<file path="src/core/pep_pkg.sv">
// Package with register map, field layouts and reset values of the block.
//
// Behaviour
// - First mask register bits 6..0: seven read/write masks, zero at reset.
// - Mask bit one lets its source request through; zero blocks it.
// - Second mask register bits 7..1: seven read/write masks, zero at reset.
// - USB mask bit two enables the USB request; others encode alike.
// - Bit 7 of first registers, bit 0 of second, ignore writes, read zero.
// - First level register bits 6..0 select level per source, one at reset.
// - Second level register bits 7..1 select level per source, one at reset.
// - Level bit one routes source to high level, zero to low level.
// - Level bits act only while priority enable is set; else ignored.
// - Priority enable sits in the reset cause register beside cause flags.
// - Without priority levels, group enable must be set to pass requests.
`default_nettype none

package pep_pkg;

	// ********************************************************************
	// Register offsets (byte addresses, one aligned word each)
	// ********************************************************************
	localparam logic [7:0] OFF_MASK_1  = 8'h00;
	localparam logic [7:0] OFF_MASK_2  = 8'h04;
	localparam logic [7:0] OFF_LEVEL_1 = 8'h08;
	localparam logic [7:0] OFF_LEVEL_2 = 8'h0c;
	localparam logic [7:0] OFF_RCS     = 8'h10;
	localparam logic [7:0] OFF_CTRL    = 8'h14;
	localparam logic [7:0] OFF_FLAGS   = 8'h18;
	localparam logic [7:0] OFF_IRQ_EN  = 8'h1c;

	// ********************************************************************
	// Field layouts
	// ********************************************************************
	localparam logic [7:0] IMPL_1 = 8'h7f;
	localparam logic [7:0] IMPL_2 = 8'hfe;
	// Combined sixteen-bit layout: second group above, first group below.
	localparam logic [15:0] IMPL_ALL = {IMPL_2, IMPL_1};
	localparam int USB_BIT        = 2;
	localparam int PRIO_ON_BIT    = 7;
	localparam int CAUSE_W        = 7;
	localparam int GROUP_EN_BIT   = 0;

	// ********************************************************************
	// Values after reset
	// ********************************************************************
	localparam logic [7:0]  MASK_1_RST  = 8'h00;
	localparam logic [7:0]  MASK_2_RST  = 8'h00;
	localparam logic [7:0]  LEVEL_1_RST = 8'h7f;
	localparam logic [7:0]  LEVEL_2_RST = 8'hfe;
	localparam logic        PRIO_RST    = 1'b0;
	localparam logic        GROUP_RST   = 1'b0;
	localparam logic [15:0] FLAGS_RST   = 16'h0000;
	localparam logic [15:0] IRQ_EN_RST  = 16'h0000;

endpackage

`default_nettype wire

</file>
<file path="src/core/pep_route.sv">
// Gating and level routing of the peripheral interrupt requests.
`default_nettype none

module pep_route
	import pep_pkg::*;
(
	input  wire logic [15:0] flags,
	input  wire logic [15:0] masks,
	input  wire logic [15:0] levels,
	input  wire logic        prio_on,
	input  wire logic        group_en,
	output logic      [15:0] high_req,
	output logic      [15:0] low_req
);

	logic [15:0] req;
	logic        gate;

	always_comb begin
		// Group enable only matters in single level mode.
		gate = prio_on | group_en;
		req = flags & masks & IMPL_ALL & {16{gate}};
		if (prio_on) begin
			high_req = req & levels;
			low_req  = req & ~levels;
		end else begin
			// Single level mode sends every request to the high output.
			high_req = req;
			low_req  = 16'h0000;
		end
	end

endmodule

`default_nettype wire

</file>
<file path="src/core/pep_top.sv">
// Peripheral interrupt mask and level register bank with Avalon-MM slave.
`default_nettype none

module pep_top
	import pep_pkg::*;
#(
	parameter int ADDR_W = 8
) (
	input  wire logic               mclk,
	input  wire logic               resetn,
	input  wire logic [ADDR_W-1:0]  avs_address,
	input  wire logic               avs_read,
	input  wire logic               avs_write,
	input  wire logic [31:0]        avs_writedata,
	input  wire logic [3:0]         avs_byteenable,
	output logic      [31:0]        avs_readdata,
	output logic                    avs_waitrequest,
	input  wire logic [15:0]        event_in,
	input  wire logic [CAUSE_W-1:0] reset_cause_flags,
	output logic      [15:0]        high_pending,
	output logic      [15:0]        low_pending,
	output logic                    irq_high,
	output logic                    irq_low,
	output logic                    irq
);

	// ********************************************************************
	// Parameter check
	// ********************************************************************
	if (ADDR_W < 5 || ADDR_W > 8) begin : g_bad_addr
		$error("pep_top: ADDR_W must lie between 5 and 8");
	end

	// ********************************************************************
	// Bus decode
	// ********************************************************************
	logic [7:0]  addr8;
	logic        wr_acc;
	logic        rd_take;
	logic [7:0]  periph_irq_mask_1;
	logic [7:0]  periph_irq_mask_2;
	logic [7:0]  periph_irq_level_1;
	logic [7:0]  periph_irq_level_2;
	logic        priority_levels_on;
	logic        periph_group_enable;
	logic [15:0] flags;
	logic [15:0] irq_en;
	logic [15:0] next_flags;
	logic [15:0] high_req;
	logic [15:0] low_req;
	logic [31:0] next_readdata;

	assign addr8 = 8'(avs_address);
	// A write lands on the edge where waitrequest is seen low.
	assign wr_acc = avs_write && !avs_waitrequest;
	// Read data is captured one edge early so it stands when sampled.
	assign rd_take = avs_read && avs_waitrequest;

	function automatic logic wr_hit(input logic [7:0] a,
	                                input logic [7:0] off,
	                                input logic       acc,
	                                input logic       lane);
		wr_hit = acc && lane && (a == off);
	endfunction

	// ********************************************************************
	// Waitrequest: one wait cycle for every access
	// ********************************************************************
	always_ff @(posedge mclk or negedge resetn) begin
		if (!resetn) begin
			avs_waitrequest <= 1'b1;
		end else if ((avs_read || avs_write) && avs_waitrequest) begin
			avs_waitrequest <= 1'b0;
		end else begin
			avs_waitrequest <= 1'b1;
		end
	end

	// ********************************************************************
	// Mask and level registers
	// ********************************************************************
	always_ff @(posedge mclk or negedge resetn) begin
		if (!resetn) begin
			periph_irq_mask_1 <= MASK_1_RST;
		end else if (wr_hit(addr8, OFF_MASK_1, wr_acc, avs_byteenable[0])) begin
			periph_irq_mask_1 <= avs_writedata[7:0] & IMPL_1;
		end
	end

	always_ff @(posedge mclk or negedge resetn) begin
		if (!resetn) begin
			periph_irq_mask_2 <= MASK_2_RST;
		end else if (wr_hit(addr8, OFF_MASK_2, wr_acc, avs_byteenable[0])) begin
			periph_irq_mask_2 <= avs_writedata[7:0] & IMPL_2;
		end
	end

	always_ff @(posedge mclk or negedge resetn) begin
		if (!resetn) begin
			periph_irq_level_1 <= LEVEL_1_RST;
		end else if (wr_hit(addr8, OFF_LEVEL_1, wr_acc, avs_byteenable[0])) begin
			periph_irq_level_1 <= avs_writedata[7:0] & IMPL_1;
		end
	end

	always_ff @(posedge mclk or negedge resetn) begin
		if (!resetn) begin
			periph_irq_level_2 <= LEVEL_2_RST;
		end else if (wr_hit(addr8, OFF_LEVEL_2, wr_acc, avs_byteenable[0])) begin
			periph_irq_level_2 <= avs_writedata[7:0] & IMPL_2;
		end
	end

	// ********************************************************************
	// Priority enable and group enable
	// ********************************************************************
	// The cause flags next to the priority enable are kept by their owner.
	always_ff @(posedge mclk or negedge resetn) begin
		if (!resetn) begin
			priority_levels_on <= PRIO_RST;
		end else if (wr_hit(addr8, OFF_RCS, wr_acc, avs_byteenable[0])) begin
			priority_levels_on <= avs_writedata[PRIO_ON_BIT];
		end
	end

	always_ff @(posedge mclk or negedge resetn) begin
		if (!resetn) begin
			periph_group_enable <= GROUP_RST;
		end else if (wr_hit(addr8, OFF_CTRL, wr_acc, avs_byteenable[0])) begin
			periph_group_enable <= avs_writedata[GROUP_EN_BIT];
		end
	end

	// ********************************************************************
	// Request flags: set by events, cleared by writing one
	// ********************************************************************
	always_comb begin
		next_flags = flags;
		if (wr_hit(addr8, OFF_FLAGS, wr_acc, avs_byteenable[0])) begin
			next_flags[7:0] = next_flags[7:0] & ~avs_writedata[7:0];
		end
		if (wr_hit(addr8, OFF_FLAGS, wr_acc, avs_byteenable[1])) begin
			next_flags[15:8] = next_flags[15:8] & ~avs_writedata[15:8];
		end
		// The set is applied last so an event in the clear cycle survives.
		next_flags = (next_flags | event_in) & IMPL_ALL;
	end

	always_ff @(posedge mclk or negedge resetn) begin
		if (!resetn) begin
			flags <= FLAGS_RST;
		end else begin
			flags <= next_flags;
		end
	end

	always_ff @(posedge mclk or negedge resetn) begin
		if (!resetn) begin
			irq_en <= IRQ_EN_RST;
		end else begin
			if (wr_hit(addr8, OFF_IRQ_EN, wr_acc, avs_byteenable[0])) begin
				irq_en[7:0] <= avs_writedata[7:0] & IMPL_1;
			end
			if (wr_hit(addr8, OFF_IRQ_EN, wr_acc, avs_byteenable[1])) begin
				irq_en[15:8] <= avs_writedata[15:8] & IMPL_2;
			end
		end
	end

	// ********************************************************************
	// Read path
	// ********************************************************************
	always_comb begin
		next_readdata = 32'h0000_0000;
		unique case (addr8)
			OFF_MASK_1:  next_readdata[7:0] = periph_irq_mask_1;
			OFF_MASK_2:  next_readdata[7:0] = periph_irq_mask_2;
			OFF_LEVEL_1: next_readdata[7:0] = periph_irq_level_1;
			OFF_LEVEL_2: next_readdata[7:0] = periph_irq_level_2;
			OFF_RCS: begin
				next_readdata[PRIO_ON_BIT] = priority_levels_on;
				next_readdata[CAUSE_W-1:0] = reset_cause_flags;
			end
			OFF_CTRL:    next_readdata[GROUP_EN_BIT] = periph_group_enable;
			OFF_FLAGS:   next_readdata[15:0] = flags;
			OFF_IRQ_EN:  next_readdata[15:0] = irq_en;
			default:     next_readdata = 32'h0000_0000;
		endcase
	end

	always_ff @(posedge mclk or negedge resetn) begin
		if (!resetn) begin
			avs_readdata <= 32'h0000_0000;
		end else if (rd_take) begin
			avs_readdata <= next_readdata;
		end
	end

	// ********************************************************************
	// Request routing
	// ********************************************************************
	pep_route u_route (
		.flags    (flags),
		.masks    ({periph_irq_mask_2, periph_irq_mask_1}),
		.levels   ({periph_irq_level_2, periph_irq_level_1}),
		.prio_on  (priority_levels_on),
		.group_en (periph_group_enable),
		.high_req (high_req),
		.low_req  (low_req)
	);

	// The routed outputs are registered, so they trail the flags by one cycle.
	always_ff @(posedge mclk or negedge resetn) begin
		if (!resetn) begin
			high_pending <= 16'h0000;
			low_pending  <= 16'h0000;
			irq_high     <= 1'b0;
			irq_low      <= 1'b0;
		end else begin
			high_pending <= high_req;
			low_pending  <= low_req;
			irq_high     <= |high_req;
			irq_low      <= |low_req;
		end
	end

	always_ff @(posedge mclk or negedge resetn) begin
		if (!resetn) begin
			irq <= 1'b0;
		end else begin
			irq <= |(next_flags & irq_en);
		end
	end
endmodule

`default_nettype wire

</file>
<file path="config.mk">
export PLATFORM = sky130hd
export DESIGN_NAME = pep_top
export DESIGN_NICKNAME = d
export VERILOG_FILES = /design/src/core/pep_pkg.sv /design/src/core/pep_route.sv /design/src/core/pep_top.sv
export SDC_FILE = /design/constraint.sdc
export NUM_CORES = 1
export LEC_CHECK = 0
export BUFFER_PORTS_ARGS = -buffer_cell sky130_fd_sc_hd__buf_2
export CAP_MARGIN = 10
export CORE_MARGIN = 5
export CORE_UTILIZATION = 29
export CTS_CLUSTER_DIAMETER = 30
export DETAILED_ROUTE_END_ITERATION = 8
export GPL_ROUTABILITY_DRIVEN = 0
export PLACE_DENSITY_LB_ADDON = 0.2
export SLEW_MARGIN = 10
export SYNTH_ARGS = -nofsm -noshare
export SYNTH_HDL_FRONTEND = slang
export SYNTH_SLANG_ARGS = --single-unit
</file>
<file path="constraint.sdc">
create_clock -name mclk -period 3.2 [get_ports mclk]
set_clock_uncertainty 0.05 [all_clocks]
set_input_delay 0.16 -clock mclk [delete_from_list [all_inputs] [get_ports mclk]]
set_output_delay 0.16 -clock mclk [all_outputs]
set_load 0.01 [all_outputs]
</file>
# Word-level counts from Yosys, hierarchy flattened
# Index checks and enable logic that the tools add are counted.
[totals] reg_bits=110 inputBits=71 out_inout_bits=68 elab_cells=64
[classes] n_mux=8 eq_ne=7 bitwise=12 reduce_logical=21
[op_table] op="$and A16 B16 Y16" count=5
[op_table] op="$pmux W7 S7" count=1
[op_table] op="$reduce_or A16 Y1" count=3
[op_table] op="$eq A8 B5 Y1 const B" count=4
[op_table] op="$mux W16" count=2
[op_table] op="$eq A8 B4 Y1 const B" count=2
[op_table] op="$mux W8" count=2
[op_table] op="$not A16 Y16" count=1
[op_table] op="$not A8 Y8" count=2
[op_table] op="$or A16 B16 Y16" count=1
[op_table] op="$pmux W8 S2" count=1
[op_table] op="$logic_and A1 B1 Y1" count=15
[op_table] op="$and A7 B8 Y8" count=1
[op_table] op="$and A8 B8 Y8" count=1
[op_table] op="$eq A8 B3 Y1 const B" count=1
[op_table] op="$logic_not A8 Y1" count=1
[op_table] op="$pmux W1 S6" count=1
[op_table] op="$logic_not A1 Y1" count=1
[op_table] op="$logic_or A1 B1 Y1" count=1
[op_table] op="$mux W1" count=1
[op_table] op="$or A1 B1 Y1" count=1

# Longest topological paths before layout
# Gate-level depths: netlist of the first run.
[logic_depth] word_depth=8 depth_mapped=8 depth_no_buf=5

# By module
# From an unflattened synthesis of the first run, not the netlist that was laid out.
[hier_totals] cells_unflattened=455 area_unflattened_um2=5131.2
[by_module_without_submodules] module="pep_top" area_each_um2=4733.3 n_inst=1 cells_each=389 seq_area_each_um2=2746.4
[by_module_without_submodules] module="pep_route" area_each_um2=397.9 n_inst=1 cells_each=66 seq_area_each_um2=0.0

# Worst setup path before layout of the first run
# No wires, ideal clock.
[synth_path] path_type="input to register" startpoint="in avs_address[4]" endpoint="reg irq" required_time_ps=3010 slack_ps=1277 arrival_time_ps=1733 cell_stages=7 path_cell_list="buf_4 > or4b_1 > buf_2 > nor3_2 > a31oi_1 > a2111oi_0 > nand4_1"
[synth_via] elab_chain_cells=6 elab_cells_between_ends=8 cone_classes="eq/ne (1); mux (2); bitwise (2); reduce/logical (3)"
[synth_rtl] element="from (decl)" line="pep_top.sv:11" text="input wire logic [ADDR_W-1:0] avs_address,"
[synth_rtl] element="$eq A8 B5 Y1 (*)" line="pep_top.sv:63" text="wr_hit = acc && lane && (a == off);"
[synth_rtl] element="$logic_and A1 B1 Y1" line="pep_top.sv:63"
[synth_rtl] element="$mux W8 (on tied branches)" line="pep_top.sv:139, pep_top.sv:142"
[synth_rtl] element="$or A16 B16 Y16 (*)" line="pep_top.sv:146" text="next_flags = (next_flags | event_in) & IMPL_ALL;"
[synth_rtl] element="$and A16 B16 Y16 (*)" line="pep_top.sv:231" text="irq <= |(next_flags & irq_en);"
[synth_rtl] element="$reduce_or A16 Y1 (*)" line="pep_top.sv:231"
[synth_rtl] element="to (signal assigned)" line="pep_top.sv:231"
[synth_rtl] element="to (decl)" line="pep_top.sv:24" text="output logic irq"
# Every way passes the cells marked *; elsewhere a longest branch is shown, timed or not.
# A chain may end at the register's enable or synchronous reset.

# Worst setup path in the final report of the first run
[layout_path] startpoint="in avs_address[3]" endpoint="reg irq"
# Same word-level chain as after synthesis.

==> run summary, run 1 <==
post-synth cell types: 44
Top Metal Used: met4
CTS Root Cell: clkbuf_16
Comb pwr share: 0.069
WL final: 14.6 mm
gr usage total: 0.150
FF-to-FF setup slack: 1.05 ns
Synth Cell Area: 0.00487 mm2
I/O pin count: 139
clock latency on the worst-skew pair: 0.34 ns
violated checks: hold timing
Reg2Reg Depth: 5
switching pwr: 0.000605 W
Final Worst Setup Slack: 0.937 ns
Clk pwr share: 0.415
Fin Setup TNS: 0 ns
post-route cell area: 0.00597 mm2
post-route DRC violation count: 0
n_diodes: 0
pin count of the biggest net entering global routing: 85
Mapped Cells: 437
outcome: finished with violations
CP startpoint: avs_address[3]
Die Ht: 140 um
Syn Area/Cell: 11.1 um2
wire length on met2: 7.35 mm
WP depth: 6
Reg power frac: 0.517
first-pass GRT wire length: 22.4 mm
Worst-path clk slew: 0.06 ns
Startpoint Class: input port
Synth Flop Type: dfrtp_1
wire length on met3: 653 um
initial DRC count: 379
Worst setup EP type: register
Clock Path Buffers: 2
crit path time final: 2.26 ns
setup violators final: 0
Critical Path End: irq
area of the multi-input gates: 0.00203 mm2
Initial Utilization: 0.295
CTS tree: yes
wire per inst: 18.9 um
register area share after synthesis: 0.543
GR Overflow Total: 0
total die area: 0.0195 mm2
Worst Setup Path Type: input port to register
FF+latch area: 0.00265 mm2
DRT antenna net count: 0
Final period util: 0.707
placed cell areas: 0.00554 mm2
unrepaired setup endpoints after global routing: no
Yosys Warn Count: 0
vias in the first global route: 3864
Yosys top cell area share: 0.462
number of port buffers: 96
ys async rst share: 1.00
CP bufs+invs: 1
CP cell instances: buf_2, or4b_1, nor3_2, a31oi_1, a2111oi_0, nand4_1
number of synthesized flops with an enable pin: 0
Hold Fails Final Rpt: 21
cell area power density: 439 mW/mm2
Achievable Freq: 0.442 GHz
CP max FO: 21
Layout Cells excl Fill: 776
Leak: 2.78 nW
Fill cells: 1664
TritonRoute pass-1 iters: 7
total CTS buffers: 9
Worst-Margin Slew: 1.09 ns
Worst slew margin: 0.272
core area: 0.0165 mm2
CTS HTree Levels: 3
Critical Path Max Stage Delay: 0.63 ns
placed cells: 746
top post-synthesis cells by area: dfrtp_1 46%, mux2_2 12%, dfstp_2 8.1%
FF-to-FF End: irq
Via-to-Cell Ratio: 4.93
Max IR drop VDD: 244 uV
switch share: 0.231
Vias: 3827
HPWL Detailed: 11.3 mm
Slowest-stage cell, CP: or4b_1
max_cap viols: 0
FF+latch count, synth: 105
Pint: 0.00202 W
reg2reg start: avs_waitrequest
initial antenna violation count: 0
WL met1: 6.42 mm
cell accounting for the most synthesized area: dfrtp_1
worst hold slack: -0.0427 ns
fin. max-slew vios: 0
delay-heaviest family, CP: simple AND/OR/NAND/NOR gates
row count: 47
Min-Delay Path Class: input port to asynchronous set/reset pin
Final Net Count: 622
Critical Path RT: 3.36 ns
Die Width: 140 um
post-CTS sizing: 0
arrival time worst endpoint: 2.42 ns
share of cells above drive strength 1: 0.349
synth-to-layout area growth: 22.6%
Place WS: 0.592 ns
CTS sink count: 105
## flip-flops by register name (all words and copies together) (netlist names)
register	cells
low_pending	14
irq_en	14
periph_irq_mask_2	7
irq_low	1
periph_group_enable	1
flags	14
irq	1
periph_irq_level_2	7
priority_levels_on	1
avs_waitrequest	1
high_pending	14
avs_readdata	15
periph_irq_level_1	7
irq_high	1
periph_irq_mask_1	7
## cell usage after synthesis, drive strengths merged, types with 2 or more instances
cell and instances:
a21o 12, nor2 8, a222oi 6, dfstp 15, dfrtp 90, nand3 2, buf 27, nor4b 2
and3b 2, a41oi 2, mux2i 2, o22ai 2, nand4 4, or4b 2, or3 2, a21oi 18
clkbuf 10, a31oi 8, nand2 72, nor4 9, mux2 52, a22o 8, inv 8, nor3 9
a22oi 13, and3 2, nor2b 2, o21ai 24, nor3b 17
## cells in the final DEF, fill, tap and decap left out, types with 9 or more instances in the layout
| master | netlist | final |
|---|---|---|
| conb_1 | 1 | 21 |
| dfrtp_1 | 90 | 90 |
| buf_4 | 22 | 11 |
| dlygate4sd3_1 | 0 | 14 |
| nor3b_1 | 17 | 17 |
| a21oi_1 | 18 | 18 |
| buf_2 | 3 | 95 |
| nand2_1 | 70 | 70 |
| clkbuf_16 | 0 | 9 |
| a21o_1 | 12 | 12 |
| o21ai_0 | 24 | 24 |
| mux2_2 | 52 | 52 |
| dfstp_2 | 15 | 15 |
| a22oi_1 | 13 | 13 |
## layer usage
metal  track usage  up-vias
met2         0.255      118
met4        0.0459        0
met5             0        -
met3        0.0233       11
li1              -     1772
met1         0.197     1926
## layout make-up
cell class                 count  area share
sequential                   105       0.443
multi-input combinational    307       0.341
timing repair buffer         120       0.117
tap                          220      0.0461
clock buffer                  13      0.0402
clock inverter                 3     0.00755
inverter                       8     0.00503
## power by group through the flow
| stage | Clock, W | Sequential, W | Combinational [W] |
|---|---|---|---|
| floorplan | 0 | 0.00138 | 0.0000834 |
| global placement | 0 | 0.00138 | 0.000163 |
| detailed placement | 0 | 0.00138 | 0.000165 |
| CTS | 0.00112 | 0.00135 | 0.000181 |
| global route | 0.00117 | 0.00136 | 0.000200 |
| finish | 0.00109 | 0.00135 | 0.000180 |
## per-stage QoR
stage                     power [W]  utilization
after floorplan             0.00146            -
after global placement      0.00154        0.336
after detailed placement    0.00154        0.336
after CTS                   0.00265        0.361
after global routing        0.00273        0.361
final                       0.00262        0.361
## worst min-delay path by stage
stage,end,slack [ns],start,depth (start not counted)
final,low_pending[2],-0.04,resetn,1
after global routing,flags[14],0.01,event_in[14],2
after CTS,flags[14],0.002,event_in[14],2
after detailed placement,avs_waitrequest,0.28,avs_read,2
after global placement,avs_waitrequest,0.28,avs_read,2
after floorplan,avs_readdata[0],-0.19,resetn,0
## repair_timing
| action | CTS | global route |
|---|---|---|
| endpoints found under the hold margin | 13 | 0 |
| hold buffers | 14 | 0 |
| setup buffers | 0 | 0 |
| setup endpoints to repair | 0 | 0 |
## logic make-up after synthesis
| kind of cell | share of synthesized area |
|---|---|
| compound gates | 0.128 |
| buf+inv | 0.0542 |
| flops | 0.543 |
| mux | 0.124 |
| other cells | 0.000770 |
| simple gates | 0.149 |
Note: power is estimated with default switching activity, not from simulation.
==> run 2: changes to the inputs <==
--- a/config.mk
+++ b/config.mk
@@ -5,6 +5,7 @@
 export SDC_FILE = /design/constraint.sdc
 export NUM_CORES = 1
 export LEC_CHECK = 0
+export ABC_AREA = 1
 export BUFFER_PORTS_ARGS = -buffer_cell sky130_fd_sc_hd__buf_2
 export CAP_MARGIN = 10
 export CORE_MARGIN = 5
==> constraint.sdc (replaced) <==
create_clock -name mclk -period 2.3 [get_ports mclk]
set_clock_uncertainty 0.05 [all_clocks]
set_input_delay 0.115 -clock mclk [delete_from_list [all_inputs] [get_ports mclk]]
set_output_delay 0.115 -clock mclk [all_outputs]
set_load 0.01 [all_outputs]
==> run 2 against run 1 <==
The flow now finishes without violations. Clock power grew 38%. Synthesized cell count increased by 34%. Sequential power is 41% higher. Final area up 2.9%. Cell count rose by 21%. Combinational power rose by 85%. Worst hold slack better by 0.11 ns. Wire length grew 3.0%. Critical path depth is 7 higher. Non-clock buffer count increased by 11. Core utilization rose by 0.90 points. Largest power group unchanged.
==> run summary, run 2 <==
commonest non-fill, non-tap cells in the layout: 175 x nand2_1, 95 x buf_2, 90 x dfrtp_1
Worst-Margin Slew: 0.702 ns
most used cell along the critical path: nand2_1
Worst setup EP type: register
Clk pwr share: 0.401
max_cap viols: 0
post-route cell area: 0.00614 mm2
Fin Setup TNS: 0 ns
CP cell instances: inv_1, nand2_1, nor2_2, buf_4, nand3_2, nand2_1, nand3b_1, nand2_1, nand2_1, inv_1, nand2_1, nor2_1, nand2_1
Fill cells: 1749
Hold Path Sink: flags[0]
crit path time final: 1.96 ns
gr usage total: 0.153
unrepaired setup endpoints after global routing: no
Startpoint Class: register
post-CTS sizing: 0
hold path startpoint: avs_writedata[0]
cell area power density: 611 mW/mm2
Synth Flop Type: dfrtp_1
leading cell types by count after synthesis: 175 x nand2_1, 90 x dfrtp_1, 66 x inv_1
placed cell areas: 0.00560 mm2
Layout Cells excl Fill: 937
arrival time worst endpoint: 2.14 ns
cell accounting for the most synthesized area: dfrtp_1
Yosys Warn Count: 0
placed cells: 896
row count: 47
Clock Path Buffers: 2
Final period util: 0.853
number of synthesized flops with an enable pin: 0
Initial Utilization: 0.296
hold path depth: 4
register area share after synthesis: 0.539
Die Width: 140 um
WL met1: 6.77 mm
CP max FO: 10
outcome: finished, final reports clean
TritonRoute pass-1 iters: 5
Yosys top cell area share: 0.459
most common cell in the synthesized netlist: nand2_1
number of port buffers: 96
Reg power frac: 0.511
CTS tree: yes
fin. max-slew vios: 0
I/O pin count: 139
Pint: 0.00280 W
Worst Setup Path Type: register to register
vias in the first global route: 4196
WL final: 15.1 mm
most common cell after layout, fill and taps aside: nand2_1
first-pass GRT wire length: 23.3 mm
ys async rst share: 1.00
initial antenna violation count: 0
Slowest-stage cell, CP: dfstp_2
wire per inst: 16.1 um
total die area: 0.0196 mm2
wire length on met2: 6.93 mm
reg2reg start: avs_waitrequest
Final Net Count: 783
max reg flops: 15
setup violators final: 0
GR Overflow Total: 0
total CTS buffers: 9
switching pwr: 0.000954 W
CTS HTree Levels: 3
switch share: 0.255
largest register by flop count: avs_readdata
top post-synthesis cells by area: dfrtp_1 46%, nand2_1 13%, dfstp_2 8.0%
share of cells above drive strength 1: 0.226
FF+latch count, synth: 105
Leak: 3.26 nW
Comb pwr share: 0.089
Synth Cell Area: 0.00491 mm2
Mapped Cells: 585
initial DRC count: 260
Critical Path RT: 2.48 ns
Total Power: 0.00375 W
Via-to-Cell Ratio: 4.56
clock latency on the worst-skew pair: 0.36 ns
CTS sink count: 105
Hold Fails Final Rpt: 0
FF-to-FF End: irq
Worst-path clk slew: 0.07 ns
wire length on met3: 1.02 mm
HPWL Detailed: 11.5 mm
core area: 0.0166 mm2
Max IR drop VDD: 333 uV
Min-Delay Path Class: input port to register
Critical Path Max Stage Delay: 0.38 ns
post-route DRC violation count: 0
n_diodes: 0
Worst slew margin: 0.532
DRT antenna net count: 0
Top Metal Used: met4
post-synth cell types: 30
Die Ht: 140 um
Achievable Freq: 0.510 GHz
CTS Root Cell: clkbuf_16
FF-to-FF setup slack: 0.34 ns
Reg2Reg Depth: 13
pin count of the biggest net entering global routing: 51
Vias: 4276
worst hold slack: 0.0651 ns
synth-to-layout area growth: 25.1%
Syn Area/Cell: 8.39 um2
==> run 2: what timing repair did <==
action,in CTS,in global routing
endpoints found under the setup margin,0,0
buffers inserted,0,0
endpoints found under the hold margin,60,0
hold buffers,25,0
==> run 2: how the worst max path moves through the flow <==
stage                               start  endpoint  slack, ns
after floorplan           avs_waitrequest       irq       0.73
after CTS                 avs_waitrequest       irq       0.33
after global routing      avs_waitrequest       irq       0.22
final                     avs_waitrequest       irq       0.34
after global placement    avs_waitrequest       irq       0.33
after detailed placement  avs_waitrequest       irq       0.35
==> run 2: critical path, delay by kind of cell (launching register included) <==
kind	cells	cell delay (ns)
buf+inv	3	0.31
flops	1	0.38
simple gates	10	1.11
==> run 2: final cells by class <==
cell class              instances  area [um2]  share of cell area
flip-flops and latches        105        2650               0.431
multi-input cells             394        1840               0.300
repair buffers                131         821               0.134
well taps                     220         275              0.0448
inverters                      71         267              0.0434
clock buffers                  10         239              0.0389
clock inverters                 6        50.0             0.00815
==> run 2: through the flow <==
stage / worst slack, ns / util
finish: 0.338 / 0.370
global route: 0.220 / 0.370
CTS: 0.334 / 0.370
detailed placement: 0.349 / 0.338
global placement: 0.325 / 0.338
floorplan: 0.735 / -
==> run 2: cells by family (layout without fill, tap and decap cells) <==
| group | count (synthesis) | count (layout) | share of synthesized area |
|---|---|---|---|
| AO/OA/AOI/OAI | 72 | 72 | 0.0777 |
| buffers and inverters | 106 | 218 | 0.101 |
| AND/OR/NAND/NOR | 296 | 296 | 0.270 |
| multiplexers | 5 | 5 | 0.0115 |
| flip-flops | 105 | 105 | 0.539 |
| other | 1 | 21 | 0.000764 |
==> run 2: power by group through the flow <==
stage | Combinational (W) | Sequential (W) | Clock [W]
floorplan | 0.000146 | 0.00196 | 0
global placement | 0.000298 | 0.00195 | 0
detailed placement | 0.000303 | 0.00195 | 0
CTS | 0.000338 | 0.00192 | 0.00154
global route | 0.000370 | 0.00192 | 0.00161
finish | 0.000333 | 0.00191 | 0.00150
==> run 2: per-layer routing <==
metal | vias to the layer above | GRT usage
li1 | 2098 | -
met1 | 2003 | 0.209
met2 | 150 | 0.241
met3 | 25 | 0.0290
met4 | 0 | 0.0581
met5 | - | 0
==> run 3: changes to the inputs <==
--- a/config.mk
+++ b/config.mk
@@ -8,7 +8,7 @@
 export ABC_AREA = 1
 export BUFFER_PORTS_ARGS = -buffer_cell sky130_fd_sc_hd__buf_2
 export CAP_MARGIN = 10
-export CORE_MARGIN = 5
+export CORE_MARGIN = 2
 export CORE_UTILIZATION = 29
 export CTS_CLUSTER_DIAMETER = 30
 export DETAILED_ROUTE_END_ITERATION = 8
==> run 3 against run 2 <==
Worst hold slack worse by 0.049 ns. Sequential power about the same. Core utilization down 0.060 points. Final area down 0.16%. Die area down 8.4%. Non-clock buffer count down 1. Total power about the same. Via count up 0.56%. Global-route usage up 1.7 points. Sequential cell count unchanged. Cell count down 0.11%. Largest cell class unchanged.
==> run summary, run 3 (synthesis results as in run 2) <==
max_cap viols: 0
unrepaired setup endpoints after global routing: no
Fin Setup TNS: 0 ns
first-pass GRT wire length: 23.1 mm
Worst setup EP type: register
fin. max-slew vios: 0
share of cells above drive strength 1: 0.225
total die area: 0.0180 mm2
Vias: 4300
I/O pin count: 139
total CTS buffers: 9
Critical Path Max Stage Delay: 0.56 ns
setup violators final: 0
WL met1: 6.92 mm
delay-heaviest family, CP: simple AND/OR/NAND/NOR gates
Worst Setup Path Type: register to register
Via-to-Cell Ratio: 4.59
wire length on met2: 6.75 mm
TritonRoute pass-1 iters: 5
hold path startpoint: avs_writedata[15]
row count: 47
arrival time worst endpoint: 2.06 ns
Slowest-stage cell, CP: dfstp_2
initial DRC count: 308
vias in the first global route: 4220
most used cell along the critical path: nand2_1
clock latency on the worst-skew pair: 0.36 ns
Worst slew margin: 0.578
CTS HTree Levels: 3
CP cell instances: inv_1, nand2_1, nor2_2, buf_4, nand4_1, nand3b_1, nand2_1, nand2_1, inv_1, nand2_1, nor2_1, nand2_1
CP max FO: 11
Leak: 3.26 nW
post-route DRC violation count: 0
wire length on met3: 759 um
core area: 0.0166 mm2
CTS sink count: 105
Die Ht: 134 um
largest register by flop count: avs_readdata
CP startpoint: avs_waitrequest
cell area power density: 612 mW/mm2
most common cell after layout, fill and taps aside: nand2_1
WL final: 14.7 mm
Initial Utilization: 0.296
synth-to-layout area growth: 24.8%
post-CTS sizing: 0
Worst-path clk slew: 0.07 ns
crit path time final: 1.87 ns
pin count of the biggest net entering global routing: 48
outcome: finished, final reports clean
gr usage total: 0.170
reg2reg start: avs_waitrequest
Min-Delay Path Class: input port to register
Final Net Count: 782
commonest non-fill, non-tap cells in the layout: 175 x nand2_1, 95 x buf_2, 90 x dfrtp_1
initial antenna violation count: 0
Max IR drop VDD: 337 uV
Critical Path RT: 2.49 ns
GR Overflow Total: 0
CTS Root Cell: clkbuf_16
HPWL Detailed: 11.2 mm
Final period util: 0.813
Achievable Freq: 0.535 GHz
Total Power: 0.00375 W
DRT antenna net count: 0
CP bufs+invs: 3
Worst-Margin Slew: 0.628 ns
Die Width: 134 um
Hold Fails Final Rpt: 0
n_diodes: 0
max reg flops: 15
Startpoint Class: register
number of port buffers: 96
Top Metal Used: met4
Clock Path Buffers: 2
wire per inst: 15.8 um
CTS tree: yes
==> run 3: changes by cell type in the layout (fill, tap and decap cells not counted), sizes merged <==
cell | before | now
clkinvlp | 2 | 0
clkbuf | 10 | 11
dlygate4sd3 | 25 | 24
inv | 73 | 74
==> run 3: per-layer routing <==
layer  global-route usage  up-vias
met4               0.0643        0
met3               0.0280       19
li1                     -     2096
met5                    0        -
met2                0.269      145
met1                0.235     2040
==> run 3: worst reg2reg max path, cell delays in order (launching register included) <==
cell	delay [ns]
dfstp_2	0.56
inv_1	0.04
nand2_1	0.13
nor2_2	0.09
buf_4	0.20
nand4_1	0.12
nand3b_1	0.11
nand2_1	0.08
nand2_1	0.06
inv_1	0.08
nand2_1	0.06
nor2_1	0.13
nand2_1	0.06
==> run 3: worst paths after layout <==
kind                                        end  slack, ns  depth (start not counted)
min reg2reg                     avs_readdata[2]       0.43                          2
max in group asynchronous      high_pending[15]       1.33                          3
min in group asynchronous  periph_irq_mask_1[5]       0.19                          2
max                                         irq       0.43                         12
max reg2reg                                 irq       0.43                         12
min                                  irq_en[15]       0.02                          3
==> run 3: stage by stage <==
| step | cells | hold WS (ns) | cell area [um2] | utilization | setup slack (ns) |
|---|---|---|---|---|---|
| finish | 936 | 0.0157 | 6130 | 0.370 | 0.431 |
| global route | 936 | 0.00517 | 6130 | 0.370 | 0.271 |
| CTS | 936 | 0.00163 | 6130 | 0.370 | 0.406 |
| detailed placement | 896 | 0.0267 | 5600 | 0.338 | 0.391 |
| global placement | 896 | 0.0270 | 5600 | 0.338 | 0.404 |
| floorplan | 605 | -0.231 | 4980 | - | 0.735 |
==> run 3: report_power, final <==
group          internal, W  total, W  switching, W  leakage [nW]
combinational     0.000129  0.000328      0.000200          1.79
clock             0.000785   0.00151      0.000723         0.143
sequential         0.00189   0.00192     0.0000263          1.32
==> run 3: final cells by class <==
type                            instances  area (um2)
Multi-Input combinational cell        394        1840
Inverter                               71         267
Tap cell                              220         275
Clock inverter                          5        46.3
Timing Repair Buffer                  130         811
Fill cell                            1776       10500
Clock buffer                           11         243
Sequential cell                       105        2650
==> run 3: timing repair <==
action,in CTS,in global routing
setup buffers,0,0
endpoints found under the hold margin,50,0
hold buffers,24,0
